[src/inc/fpep_defs.vh]
// Constants and field layouts for the flash program/erase protect block.
// Notes on behaviour
// - Array reads return no data while software write enable is one.
// - Overlapping RAM stays readable and writable regardless of write enable.
// - Malfunction during program/erase sets error flag, enters error protection.
// - Protection keeps control and block select registers, aborts operation.
// - Under protection, setting program or erase bits again is ignored.
// - Under protection, verify bits may still be set, entering verify mode.
// - Array read or fetch during program/erase sets error flag.
// - Non-reset exception handling during program/erase sets error flag.
// - Sleep instruction or software standby during program/erase sets flag.
// - Other bus master owning bus during program/erase sets error flag.
// - Only reset or hardware standby clears protection; software cannot.
`ifndef FPEP_DEFS_VH
`define FPEP_DEFS_VH
`define FPEP_CTLA_WREN_BIT 6
`define FPEP_CTLA_EVER_BIT 3
`define FPEP_CTLA_PVER_BIT 2
`define FPEP_CTLA_ERASE_BIT 1
`define FPEP_CTLA_PROG_BIT 0
`define FPEP_CTLB_ERR_BIT 7
`define FPEP_CTLB_EVER_BIT 3
`define FPEP_CTLB_PVER_BIT 2
`define FPEP_CTLB_ERASE_BIT 1
`define FPEP_CTLB_PROG_BIT 0
`define FPEP_CTL_RESET 8'h00
`define FPEP_BLK_RESET 8'h00
`define FPEP_PROG_UNIT_BYTES 128
`endif

[src/verilog/fpep_err_detect.v]
// Error condition detector for the flash program/erase protect block.
`timescale 1ns/1ns
module fpep_err_detect
(
    input wire busy_i,
    input wire flash_read_i,
    input wire exception_i,
    input wire sleep_i,
    input wire other_master_i,
    output wire error_o
);
    // Every cause only counts while a program or erase pulse is active.
    assign error_o = busy_i & (flash_read_i
                               | exception_i
                               | sleep_i
                               | other_master_i);
endmodule

[src/verilog/fpep_top.v]
// Flash program/erase access control with error protection latch.
`timescale 1ns/1ns
`include "fpep_defs.vh"
module fpep_top
#(
    parameter ADDR_W = 24
)
(
    input wire clock_i,
    input wire arst_n_i,
    input wire hw_standby_i,
    input wire ctl_a_we_i,
    input wire [7:0] ctl_a_wdata_i,
    input wire ctl_b_we_i,
    input wire [7:0] ctl_b_wdata_i,
    input wire blk_a_we_i,
    input wire [7:0] blk_a_wdata_i,
    input wire blk_b_we_i,
    input wire [7:0] blk_b_wdata_i,
    input wire flash_write_enable_input_i,
    input wire bus_read_i,
    input wire bus_write_i,
    input wire [ADDR_W-1:0] bus_addr_i,
    input wire ram_overlap_i,
    input wire exception_i,
    input wire sleep_i,
    input wire other_master_i,
    output reg [7:0] ctl_a_o,
    output reg [7:0] ctl_b_o,
    output reg [7:0] block_select_reg_a_o,
    output reg [7:0] block_select_reg_b_o,
    output reg program_active_o,
    output reg erase_active_o,
    output reg verify_active_o,
    output reg flash_read_en_o,
    output reg ram_access_en_o,
    output reg flash_error_flag_o
);
    reg [7:0] flash_control_reg_a_r;
    reg [7:0] flash_control_reg_b_r;
    reg [7:0] blk_a_r;
    reg [7:0] blk_b_r;
    reg flash_error_flag_r;
    reg wen_meta_r;
    reg wen_sync_r;
    wire software_write_enable;
    wire busy;
    wire err_now;
    wire [7:0] ctl_a_nxt;
    wire [7:0] ctl_b_nxt;

    assign software_write_enable =
        flash_control_reg_a_r[`FPEP_CTLA_WREN_BIT];
    assign busy = flash_control_reg_a_r[`FPEP_CTLA_PROG_BIT]
                | flash_control_reg_a_r[`FPEP_CTLA_ERASE_BIT]
                | flash_control_reg_b_r[`FPEP_CTLB_PROG_BIT]
                | flash_control_reg_b_r[`FPEP_CTLB_ERASE_BIT];

    // A flash read only counts when it does not hit the overlapping RAM.
    fpep_err_detect u_det
    (
        .busy_i(busy),
        .flash_read_i(bus_read_i & ~ram_overlap_i),
        .exception_i(exception_i),
        .sleep_i(sleep_i),
        .other_master_i(other_master_i),
        .error_o(err_now)
    );

    // Program and erase bits stay set when protection is active; they are
    // kept in the register image but masked, so the settings are retained.
    assign ctl_a_nxt = ctl_a_we_i ? ctl_a_wdata_i : flash_control_reg_a_r;
    assign ctl_b_nxt = ctl_b_we_i ?
        {flash_control_reg_b_r[`FPEP_CTLB_ERR_BIT], ctl_b_wdata_i[6:0]} :
        flash_control_reg_b_r;

    always @(posedge clock_i or negedge arst_n_i)
    begin
        if (!arst_n_i)
        begin
            wen_meta_r <= 1'b0;
            wen_sync_r <= 1'b0;
        end
        else
        begin
            wen_meta_r <= flash_write_enable_input_i;
            wen_sync_r <= wen_meta_r;
        end
    end

    always @(posedge clock_i or negedge arst_n_i)
    begin
        if (!arst_n_i)
        begin
            flash_control_reg_a_r <= `FPEP_CTL_RESET;
            flash_control_reg_b_r <= `FPEP_CTL_RESET;
            blk_a_r <= `FPEP_BLK_RESET;
            blk_b_r <= `FPEP_BLK_RESET;
            flash_error_flag_r <= 1'b0;
        end
        else if (hw_standby_i)
        begin
            flash_control_reg_a_r <= `FPEP_CTL_RESET;
            flash_control_reg_b_r <= `FPEP_CTL_RESET;
            blk_a_r <= `FPEP_BLK_RESET;
            blk_b_r <= `FPEP_BLK_RESET;
            flash_error_flag_r <= 1'b0;
        end
        else
        begin
            // Without the write enable pin the control bits cannot take hold.
            if (wen_sync_r)
            begin
                flash_control_reg_a_r <= ctl_a_nxt;
                flash_control_reg_b_r <= ctl_b_nxt;
            end
            else
            begin
                flash_control_reg_a_r <= 8'h00;
                flash_control_reg_b_r <=
                    {flash_control_reg_b_r[`FPEP_CTLB_ERR_BIT], 7'h00};
            end
            if (blk_a_we_i)
                blk_a_r <= blk_a_wdata_i;
            if (blk_b_we_i)
                blk_b_r <= blk_b_wdata_i;
            if (err_now)
                flash_error_flag_r <= 1'b1;
        end
    end

    always @(posedge clock_i or negedge arst_n_i)
    begin
        if (!arst_n_i)
        begin
            ctl_a_o <= 8'h00;
            ctl_b_o <= 8'h00;
            block_select_reg_a_o <= 8'h00;
            block_select_reg_b_o <= 8'h00;
            program_active_o <= 1'b0;
            erase_active_o <= 1'b0;
            verify_active_o <= 1'b0;
            flash_read_en_o <= 1'b0;
            ram_access_en_o <= 1'b0;
            flash_error_flag_o <= 1'b0;
        end
        else
        begin
            ctl_a_o <= flash_control_reg_a_r;
            ctl_b_o <= {flash_error_flag_r,
                        flash_control_reg_b_r[6:0]};
            block_select_reg_a_o <= blk_a_r;
            block_select_reg_b_o <= blk_b_r;
            // Protection masks the operation at once, even mid pulse.
            program_active_o <= ~flash_error_flag_r & ~err_now
                & (flash_control_reg_a_r[`FPEP_CTLA_PROG_BIT]
                 | flash_control_reg_b_r[`FPEP_CTLB_PROG_BIT]);
            erase_active_o <= ~flash_error_flag_r & ~err_now
                & (flash_control_reg_a_r[`FPEP_CTLA_ERASE_BIT]
                 | flash_control_reg_b_r[`FPEP_CTLB_ERASE_BIT]);
            verify_active_o <= flash_control_reg_a_r[`FPEP_CTLA_PVER_BIT]
                | flash_control_reg_a_r[`FPEP_CTLA_EVER_BIT]
                | flash_control_reg_b_r[`FPEP_CTLB_PVER_BIT]
                | flash_control_reg_b_r[`FPEP_CTLB_EVER_BIT];
            flash_read_en_o <= bus_read_i & ~ram_overlap_i
                & ~software_write_enable;
            ram_access_en_o <= (bus_read_i | bus_write_i)
                & ram_overlap_i;
            flash_error_flag_o <= flash_error_flag_r;
        end
    end
endmodule
[config.mk]
export PLATFORM = sky130hd
export DESIGN_NAME = fpep_top
export DESIGN_NICKNAME = d
export VERILOG_FILES = /design/src/verilog/fpep_err_detect.v /design/src/verilog/fpep_top.v
export VERILOG_INCLUDE_DIRS = /design/src /design/src/inc
export SDC_FILE = /design/constraint.sdc
export NUM_CORES = 1
export LEC_CHECK = 0
export BUFFER_PORTS_ARGS = -buffer_cell sky130_fd_sc_hd__buf_2
export CAP_MARGIN = 20
export CORE_MARGIN = 2
export CORE_UTILIZATION = 46
export DETAILED_ROUTE_END_ITERATION = 16
export GPL_TIMING_DRIVEN = 0
export PLACE_DENSITY = 0.79
export SKIP_CTS_REPAIR_TIMING = 1
export SYNTH_ARGS = -nofsm -noshare
export SYNTH_HDL_FRONTEND = slang
export SYNTH_HIERARCHICAL = 1
export SYNTH_SLANG_ARGS = --single-unit
[constraint.sdc]
create_clock -name clock_i -period 1.48 [get_ports clock_i]
set_clock_uncertainty 0.2 [all_clocks]
set_input_delay 0.148 -clock clock_i [delete_from_list [all_inputs] [get_ports clock_i]]
set_output_delay 0.148 -clock clock_i [all_outputs]
set_load 0.05 [all_outputs]
==> results of run 1 <==
[registers in the layout (all words and copies together) (netlist names), 7 cells and up]
signal / count
ctl_a_o: 8
block_select_reg_b_o: 8
ctl_b_o: 8
block_select_reg_a_o: 8
flash_control_reg_b_r: 7
blk_b_r: 8
blk_a_r: 8
flash_control_reg_a_r: 8
[worst max-delay path: stages]
cell	delay, ns
dlygate4sd3_1	0.54
buf_2	0.12
o41a_1	0.44
nor3_1	0.21
[cell type report]
cell class	instances	area [µm²]	area share, %
tap	67	83.8	2.42
clock inverter	3	40.0	1.15
sequential	71	1780	51.2
timing repair buffer	121	828	23.9
buffer	8	62.6	1.80
clock buffer	13	169	4.87
multi-input combinational	75	508	14.6
[report_power, final]
part           leakage [µW]  total, µW  switching, µW  internal (µW)
logic              0.000843        572            352            220
registers          0.000950       2070           38.1           2030
clock network      0.000109       1590            677            912
[kinds of logic (layout without fill, tap and decap cells)]
group | Yosys count | count (layout)
buffers and inverters | 8 | 145
AND/OR/NAND/NOR | 42 | 42
flip-flops | 71 | 71
AO/OA/AOI/OAI | 2 | 2
multiplexers | 31 | 31
[stage by stage]
stage	cells	setup WS, ns	TNS (ns)	hold WS, ns	utilization [%]
finish	358	0.0705	0	0.0342	72.0
detailed placement	298	0.138	0	0.0578	58.5
floorplan	154	0.246	0	-0.348	-
global route	358	0.0261	0	0.0516	72.0
global placement	298	-0.247	-17.38	0.0567	58.5
CTS	314	0.0661	0	-0.303	62.9
[path summary, 6_finish.rpt]
| path | slack (ns) | from | cells past startpoint | end |
|---|---|---|---|---|
| worst max register to register | 0.18 | flash_control_reg_a_r[0]$_DFFE_PN0P_ | 4 | erase_active_o$_DFF_PN0_ |
| worst min-delay path | 0.03 | ctl_b_we_i | 3 | flash_control_reg_b_r[4]$_DFFE_PN0P_ |
| worst max-delay path | 0.07 | exception_i | 4 | erase_active_o$_DFF_PN0_ |
| max in group asynchronous | 0.25 | arst_n_i | 2 | flash_control_reg_b_r[4]$_DFFE_PN0P_ |
| worst min register to register | 0.15 | wen_meta_r$_DFF_PN0_ | 0 | wen_sync_r$_DFF_PN0_ |
| min in group asynchronous | 0.26 | arst_n_i | 2 | ctl_b_o[2]$_DFF_PN0_ |
[layout by cell type, fill, tap and decap left out, drive strengths merged]
cell type	count
o41a	1
or4	1
dlygate4sd3	44
nand2	1
clkinv	2
dfrtp	71
nand2b	1
buf	85
nor3	2
clkbuf	13
mux2i	31
nor2b	2
bufinv	1
o21a	1
nor2	35
[per-layer routing]
layer  vias to the layer above  GRT usage [%]
met5                         -              0
met4                         0           10.9
met3                        14           6.22
met2                        68           22.8
met1                       778           19.0
li1                        765              -
==> summary.txt, run 1 <==
Clock network
  • # clock sinks: 71
  • Clk Latency, worst-skew pair: 0.34 ns
  • Clk buf depth: 2
  • Worst-path clk slew: approximately 0.070 ns
  • CTS root buf: clkbuf_8
  • CTS tree: yes
  • Total CTS buffers: 9
  • H-tree levels: 3

GRT
  • Global route overflow: 0
  • First-pass GRT wire length: approximately 6400 µm
  • GRT Overall Usage: around 16%
  • Initial antenna violation count: 0
  • Largest net degree at the start of global routing: 72
  • Vias in the first global route: 1441

Synthesis
  • Synth area leaders: dfrtp_1 76%, mux2i_1 13%, nor2_1 5.6%, buf_4 1.3%, buf_6 0.96%
  • Post-Syn Area per Cell: around 15 µm²
  • Ys async rst share: between 90% and 100%
  • Top-area cell type share of the netlist area: about three quarters
  • Main synth FF type: dfrtp_1
  • Count leader, synth: dfrtp_1
  • Syn. warnings: 6
  • Netlist cell types: 13
  • Post-synthesis mux area share: about an eighth
  • Post-Synth XOR/XNOR Area: 0%
  • Adder-cell share of the synthesized area: 0%
  • Mapped Nets: 224
  • Post-Syn Instances: 154
  • Cell area after synthesis: approximately 2300 µm²
  • Synth top cells by count: 71 x dfrtp_1, 35 x nor2_1, 31 x mux2i_1
  • Synth Area in Simple Gates: around 7.6%
  • Cell taking the most area after synthesis: dfrtp_1
  • Post-synth EDFFs: 0
  • Sequential fraction of the synthesis area: 75.7%
  • Synth Area in Compound Gates: 0.800%
  • Flops & latches, synth: ~70
  • Main combinational cell family by area after synthesis: multiplexers

Critical path
  • Critical path class: input pin to flip-flop
  • Crit. End Element: flip-flop
  • Required @ worst endpoint: ~1.5 ns
  • Data arrival time of the worst path: approximately 1.5 ns
  • CP startpoint kind: input pin
  • CP Max Fanout: 3

Layout
  • Layout net count: approximately 360
  • # diodes: 0
  • Fillers: about 370
  • Post-route cell area: around 3500 µm²
  • Share of layout cells above drive strength 1: roughly a third
  • Layout area overhead: 47.8%

STA
  • RSZ-0062 raised after global routing: false
  • Worst slew pin tran: between 0.8 and 0.9 ns
  • Fmax achieved: around 0.7 GHz
  • Final min period: 1.41 ns
  • Final Cycle Share: 95.2%
  • Setup-failing EPs final: 0
  • Slew Limit Fails: 0
  • Rel. slew slack: a little over two fifths
  • Hold Fails Final Rpt: 0

Route
  • M1 wire length: roughly 1900 µm
  • DR iter-0 viols: 57
  • Met2 routed WL: about 2600 µm
  • Via/cell ratio: about 4.5
  • Wirelength per Cell: roughly 14 µm
  • Met3 WL: 386 µm
  • DRC: 0
  • Drt pass-1 iters: 4
  • Final WL: a little over 5000 µm
  • Top sig layer: met4
  • Post-route antenna net violation count: 0
  • Via count: approximately 1600

Power and ir drop
  • Worst-case vdd ir drop: roughly 0.8 mV
  • Leakage power: ~0.0019 µW
  • PD cells: between 1000 and 1500 nW/µm²
  • Pwr Total: 4230 µW

Floorplan
  • Core ar.: slightly below 5000 µm²
  • Rows: 25
  • I/O pin count: about 110
  • Die extent in y: 75.4 µm
  • Die ar.: between 5000 and 6000 µm²
  • Die W: 75.4 µm
  • Initial Utilization: 48.7%

Run status
  • Run status: finished clean

Place
  • Placed inst area: between 2000 and 3000 µm²
  • Port Buf Inserts: 77
  • GP Congestion: between 0.7 and 0.8
  • Post-DP HPWL: ~2800 µm

Worst hold path
  • Worst Hold Class: input pin to flip-flop

Flow run
  • MaxCap Viol Count: 0
Power figures use the tool's default switching activity.
==> inputs of run 2 (changes only) <==
--- a/config.mk
+++ b/config.mk
@@ -9,10 +9,10 @@
 export BUFFER_PORTS_ARGS = -buffer_cell sky130_fd_sc_hd__buf_2
 export CAP_MARGIN = 20
 export CORE_MARGIN = 2
-export CORE_UTILIZATION = 46
+export CORE_UTILIZATION = 30
 export DETAILED_ROUTE_END_ITERATION = 16
-export GPL_TIMING_DRIVEN = 0
-export PLACE_DENSITY = 0.79
+export GPL_TIMING_DRIVEN = 1
+export PLACE_DENSITY = 0.55
 export SKIP_CTS_REPAIR_TIMING = 1
 export SYNTH_ARGS = -nofsm -noshare
 export SYNTH_HDL_FRONTEND = slang
==> run 2 against run 1 <==
Compared with the run above: critical path depth is the same; first-iteration DRC count shrank 8.8%; sequential cell count is the same; final cell count grew 8.4%; setup slack lost 0.11 ns; die area grew 50%; the flow now finishes with violations (setup timing); core utilization shrank 27 points; combinational power shrank 3%; global-route usage shrank 4.3 points; final area is essentially flat.
==> summary.txt, run 2 (synthesis gave the netlist of run 1 again) <==
Run status
  • Run status: complete, but fails checks
  • Failing checks: setup timing

Floorplan
  • Die extent in y: 92.5 µm (+23%)
  • Die ar.: 8550 µm² (+50%)
  • Die W: 92.5 µm (+23%)
  • I/O pin count: 108 (unchanged)
  • Core ar.: 7650 µm² (+59%)
  • Initial Utilization: 30.7% (-18 points)
  • Rows: 32 (+28%)

STA
  • Fmax achieved: 0.660 GHz (-7.0%)
  • Hold Fails Final Rpt: 0 (unchanged)
  • Final min period: 1.52 ns (+0.107 ns)
  • Setup-failing EPs final: 1 (+1)
  • Fin Hold WS: 0.00476 ns (-0.0295 ns)
  • Slew Limit Fails: 0 (unchanged)
  • Rel. slew slack: 75.5% (+33 points)
  • Setup WS post-layout: -0.0361 ns (-0.107 ns)
  • Worst slew pin tran: 0.368 ns (-0.490 ns)
  • Final Cycle Share: 102% (+7.2 points)

Critical path
  • CP delay by family, top: buffers and inverters
  • Data arrival time of the worst path: 1.53 ns (+0.07 ns)
  • Reg2Reg Capture Point: program_active_o$_DFF_PN0_
  • Most used cell, CP: dlygate4sd3_1
  • Required @ worst endpoint: 1.50 ns (-0.03 ns)
  • CP Max Fanout: 1 (-2)
  • Critical path class: input pin to flip-flop
  • Crit. End Element: flip-flop
  • Slowest cell on the critical path: dlygate4sd3_1
  • Worst reg2reg setup slack: 0.21 ns (+0.03 ns)
  • Worst reg2reg path depth: 4 (unchanged)
  • Worst path bufs/invs: 3 (+1)
  • Max stage delay on crit path: 0.56 ns (+0.02 ns)
  • CP startpoint kind: input pin
  • Reg2reg start: flash_control_reg_a_r[0]$_DFFE_PN0P_
  • Worst path depth: 4 (unchanged)
  • Cell chain of the critical path: dlygate4sd3_1 -> buf_2 -> o21a_1 -> dlygate4sd3_1

Power and ir drop
  • Clock power frac: 38.3% (+0.7 points)
  • Sw Share: 25.7% (+0.43 points)
  • Sw power: 1090 µW (+2.1%)
  • Reg power frac: 48.6% (-0.3 points)
  • Leakage power: 0.00187 µW (-1.7%)
  • Worst-case vdd ir drop: 0.525 mV (-34%)
  • PD cells: 1220 nW/µm² (+0.29%)
  • Pwr Total: 4240 µW (+0.36%)
  • Int Power: 3160 µW (-0.21%)
  • Combinational Power Share: 13.1% (-0.4 points)

Layout
  • Number of standard cells in the layout, taps in and fillers out: 388 (+8.4%)
  • Share of layout cells above drive strength 1: 35.3% (+0.61 points)
  • Commonest non-fill, non-tap cell in the layout: buf_2
  • Layout net count: 351 (-1.4%)
  • Most frequent cells in the layout: 81 x buf_2, 71 x dfrtp_1, 40 x dlygate4sd3_1
  • Layout area overhead: 47.9% (about the same)
  • # diodes: 0 (unchanged)

Clock network
  • CTS root buf: clkbuf_8
  • H-tree levels: 3 (unchanged)
  • Clk buf depth: 2 (unchanged)
  • # clock sinks: 71 (unchanged)
  • Worst-path clk slew: 0.07 ns (about the same)
  • Clk Latency, worst-skew pair: 0.34 ns (about the same)
  • CTS tree: yes
  • Total CTS buffers: 9 (unchanged)

GRT
  • Vias in the first global route: 1507 (+4.6%)
  • Initial antenna violation count: 0 (unchanged)
  • Global route overflow: 0 (unchanged)
  • First-pass GRT wire length: 7260 µm (+14%)
  • GRT Overall Usage: 11.3% (-4.3 points)
  • Largest net degree at the start of global routing: 72 (unchanged)

Worst hold path
  • Hold EP: flash_read_en_o$_DFF_PN0_
  • Worst Hold Path Cells: 3 (unchanged)
  • Worst Hold Class: input pin to flip-flop
  • Min-Delay Startpoint: bus_read_i

Route
  • Via/cell ratio: 4.10 (-9.7%)
  • DRC: 0 (unchanged)
  • Final WL: 4720 µm (-8.0%)
  • DR iter-0 viols: 52 (-8.8%)
  • Drt pass-1 iters: 2 (-2)
  • Post-route antenna net violation count: 0 (unchanged)
  • Via count: 1591 (-2.1%)
  • Wirelength per Cell: 12.2 µm (-15%)

Place
  • Placed cells: 332 (+11%)
  • Post-DP HPWL: 2860 µm (+1.1%)
  • Port Buf Inserts: 82 (+6.5%)
  • GP Congestion: 0.641 (-11%)

Flow run
  • MaxCap Viol Count: 0 (unchanged)
-- run 2: how the worst max path moves through the flow --
stage | start | slack [ns] | end
floorplan | ctl_b_o[7]$_DFF_PN0_ | 0.25 | ctl_b_o[7]
global placement | bus_read_i | 0.16 | program_active_o$_DFF_PN0_
detailed placement | bus_read_i | 0.16 | program_active_o$_DFF_PN0_
CTS | ctl_b_o[6]$_DFF_PN0_ | 0.17 | ctl_b_o[6]
global route | bus_write_i | -0.02 | ram_access_en_o$_DFF_PN0_
finish | bus_write_i | -0.04 | ram_access_en_o$_DFF_PN0_
-- run 2: worst register-to-register path, delay by kind of cell, from the launching register on --
family,cells,cell delay [ns]
AO/OA/AOI/OAI,1,0.14
flip-flops,1,0.40
AND/OR/NAND/NOR,3,0.46
-- run 2: cell type report --
type                       count  area, µm²
timing repair buffer         124        841
clock buffer                  12        165
clock inverter                 4       52.6
fill                         716       4180
tap                          102        128
multi-input combinational     75        508
sequential                    71       1780
-- run 2: per-stage QoR --
stage / util, % / area (µm²) / TNS (ns) / worst slack (ns)
6_report: 45.4 / 3470 / -0.0361 / -0.0361
5_1_grt: 45.4 / 3470 / -0.0222 / -0.0222
4_1_cts: 40.2 / 3070 / 0 / 0.167
3_5_place_dp: 37.3 / 2850 / 0 / 0.155
3_3_place_gp: 37.3 / 2850 / 0 / 0.164
2_1_floorplan: - / 2350 / 0 / 0.246
-- run 2: power by group through the flow --
stage               sequential (µW)  combinational (µW)  clock, µW
global route                   2080                 601       1780
CTS                            2070                 481       1690
global placement               2100                 477          0
detailed placement             2100                 480          0
finish                         2060                 555       1630
floorplan                      2280                 134          0
-- run 2: per-layer routing --
layer	track usage (%)	routed length, µm
met3	5.37	373
met2	16.5	2300
met1	13.6	1950
met4	6.34	93
met5	0	0
==> inputs of run 3 (changes only) <==
--- a/config.mk
+++ b/config.mk
@@ -8,11 +8,14 @@
 export LEC_CHECK = 0
 export BUFFER_PORTS_ARGS = -buffer_cell sky130_fd_sc_hd__buf_2
 export CAP_MARGIN = 20
+export CELL_PAD_IN_SITES_DETAIL_PLACEMENT = 0
+export CELL_PAD_IN_SITES_GLOBAL_PLACEMENT = 1
 export CORE_MARGIN = 2
 export CORE_UTILIZATION = 30
+export CTS_CLUSTER_DIAMETER = 50
 export DETAILED_ROUTE_END_ITERATION = 16
 export GPL_TIMING_DRIVEN = 1
-export PLACE_DENSITY = 0.55
+export PLACE_DENSITY = 0.68
 export SKIP_CTS_REPAIR_TIMING = 1
 export SYNTH_ARGS = -nofsm -noshare
 export SYNTH_HDL_FRONTEND = slang
==> run 3 against run 2 <==
Compared with the run above: the flow still finishes with violations (setup timing); non-clock buffer count decreased by 1; first-iteration DRC count decreased by 35%; clock-buffer cell count fell by 2; die area stayed put; routed wire length shrank 3.6%; critical endpoint unchanged; highest routed layer unchanged.
==> summary.txt, run 3 (synthesis gave the netlist of run 1 again) <==
Run status
  • Run status: complete, but fails checks
  • Failing checks: setup timing

Floorplan
  • Core ar.: 7650 µm² (unchanged)
  • Die W: 92.5 µm (unchanged)
  • Initial Utilization: 30.7% (unchanged)
  • Die extent in y: 92.5 µm (unchanged)
  • Rows: 32 (unchanged)
  • I/O pin count: 108 (unchanged)
  • Die ar.: 8550 µm² (unchanged)

Critical path
  • CP startpoint kind: input pin
  • Most used cell, CP: dlygate4sd3_1
  • Worst reg2reg path depth: 5 (+1)
  • Max stage delay on crit path: 0.54 ns (-0.02 ns)
  • Cell chain of the critical path: dlygate4sd3_1 -> buf_2 -> o21a_1 -> dlygate4sd3_1
  • CP Max Fanout: 1 (unchanged)
  • Slowest cell on the critical path: dlygate4sd3_1
  • Crit. End Element: flip-flop
  • Required @ worst endpoint: 1.50 ns (about the same)
  • Critical path class: input pin to flip-flop
  • Data arrival time of the worst path: 1.50 ns (-0.03 ns)
  • Worst reg2reg setup slack: 0.18 ns (-0.03 ns)
  • Reg2reg start: flash_control_reg_b_r[1]$_DFFE_PN0P_
  • Reg2Reg Capture Point: flash_error_flag_r$_DFFE_PN0P_

STA
  • Hold Fails Final Rpt: 0 (unchanged)
  • Fmax achieved: 0.673 GHz (+2.0%)
  • Final Cycle Share: 100% (-2.0 points)
  • Setup-failing EPs final: 1 (unchanged)
  • Final min period: 1.49 ns (-0.0299 ns)
  • Setup WS post-layout: -0.00624 ns (+0.0299 ns)
  • Worst slew pin tran: 0.374 ns (+0.00608 ns)
  • Rel. slew slack: 75.1% (-0.41 points)
  • Slew Limit Fails: 0 (unchanged)
  • Final setup TNS: -0.00624 ns (+0.0299 ns)

Route
  • Post-route antenna net violation count: 0 (unchanged)
  • Wirelength per Cell: 11.7 µm (-3.4%)
  • Via count: 1564 (-1.7%)
  • Final WL: 4550 µm (-3.6%)
  • Drt pass-1 iters: 4 (+2)
  • DRC: 0 (unchanged)
  • DR iter-0 viols: 34 (-35%)
  • Via/cell ratio: 4.04 (-1.4%)

Clock network
  • Worst-path clk slew: 0.07 ns (about the same)
  • Total CTS buffers: 9 (unchanged)
  • CTS tree: yes
  • # clock sinks: 71 (unchanged)
  • Clk buf depth: 2 (unchanged)
  • H-tree levels: 3 (unchanged)
  • Clk Latency, worst-skew pair: 0.33 ns (about the same)
  • CTS root buf: clkbuf_8

Layout
  • Fillers: 712 (-0.56%)
  • Commonest non-fill, non-tap cell in the layout: buf_2
  • Layout net count: 350 (-0.28%)
  • Share of layout cells above drive strength 1: 35.4% (+0.12 points)
  • Layout area overhead: 48.6%
  • Most frequent cells in the layout: 81 x buf_2, 71 x dfrtp_1, 39 x dlygate4sd3_1
  • # diodes: 0 (unchanged)

GRT
  • First-pass GRT wire length: 7300 µm (+0.58%)
  • Vias in the first global route: 1532 (+1.7%)
  • Initial antenna violation count: 0 (unchanged)
  • Largest net degree at the start of global routing: 72 (unchanged)
  • GRT Overall Usage: 11.1% (-0.20 points)
  • Global route overflow: 0 (unchanged)

Worst hold path
  • Hold EP: flash_read_en_o$_DFF_PN0_
  • Worst Hold Path Cells: 3 (unchanged)
  • Min-Delay Startpoint: bus_read_i
  • Worst Hold Class: input pin to flip-flop

Place
  • GP Congestion: 0.650 (+1.4%)
  • Post-DP HPWL: 2920 µm (+2.1%)
  • Port Buf Inserts: 82 (unchanged)
  • Worst slack, placed: 0.144 ns (-0.0115 ns)

Power and ir drop
  • PD cells: 1280 nW/µm² (+4.7%)
  • Worst-case vdd ir drop: 0.653 mV (+24%)
  • Leakage power: 0.00189 µW (+0.92%)

Flow run
  • MaxCap Viol Count: 0 (unchanged)
run 3: cell count changes in the layout (fill, tap and decap cells not counted), sizes merged:
cell	before	now
clkinv	0	2
clkbuf	12	10
bufinv	1	3
clkinvlp	3	1
dlygate4sd3	40	39
run 3: power by group:
part	switching [µW]	internal [µW]	total [µW]
Combinational	342	208	550
Clock	692	1160	1850
Sequential	35.5	2030	2070
run 3: layout make-up:
cell class	count	area [µm²]	area share (%)
flip-flops and latches	71	1780	50.9
multi-input cells	75	508	14.6
repair buffers	123	831	23.8
clock inverters	6	108	3.08
clock buffers	10	138	3.95
well taps	102	128	3.66
run 3: per-layer routing:
layer,track usage [%],vias up,routed length [µm]
li1,-,753,-
met1,14.2,745,2020
met2,16.1,58,2130
met3,4.39,8,335
met4,5.97,0,64
met5,0,-,0
run 3: through the flow:
| stage | total power (µW) | instances | hold slack (ns) | cell area (µm²) | util, % |
|---|---|---|---|---|---|
| 4_1_cts | 4460 | 348 | -0.391 | 3100 | 40.5 |
| 3_5_place_dp | 2580 | 332 | -0.0133 | 2850 | 37.3 |
| 6_report | 4470 | 387 | 0.00451 | 3490 | 45.6 |
| 2_1_floorplan | 2410 | 154 | -0.348 | 2350 | - |
| 5_1_grt | 4680 | 387 | 0.000996 | 3490 | 45.6 |
| 3_3_place_gp | 2580 | 332 | -0.0106 | 2850 | 37.3 |
run 3: critical path, delay by kind of cell:
| kind | cells | cell delay, ns |
|---|---|---|
| AOI/OAI and AO/OA | 1 | 0.15 |
| buffers and inverters | 3 | 1.20 |
run 3: how the worst max path moves through the flow:
stage                                         startpoint                              to  slack [ns]  cells past startpoint
floorplan                           ctl_b_o[7]$_DFF_PN0_                      ctl_b_o[7]        0.25                      1
global placement    flash_control_reg_b_r[1]$_DFFE_PN0P_  flash_error_flag_r$_DFFE_PN0P_        0.16                      5
detailed placement  flash_control_reg_b_r[1]$_DFFE_PN0P_  flash_error_flag_r$_DFFE_PN0P_        0.14                      5
CTS                 flash_control_reg_b_r[1]$_DFFE_PN0P_        erase_active_o$_DFF_PN0_        0.13                      4
global route                               ram_overlap_i        erase_active_o$_DFF_PN0_       -0.02                      5
finish                                       bus_write_i       ram_access_en_o$_DFF_PN0_      -0.006                      4
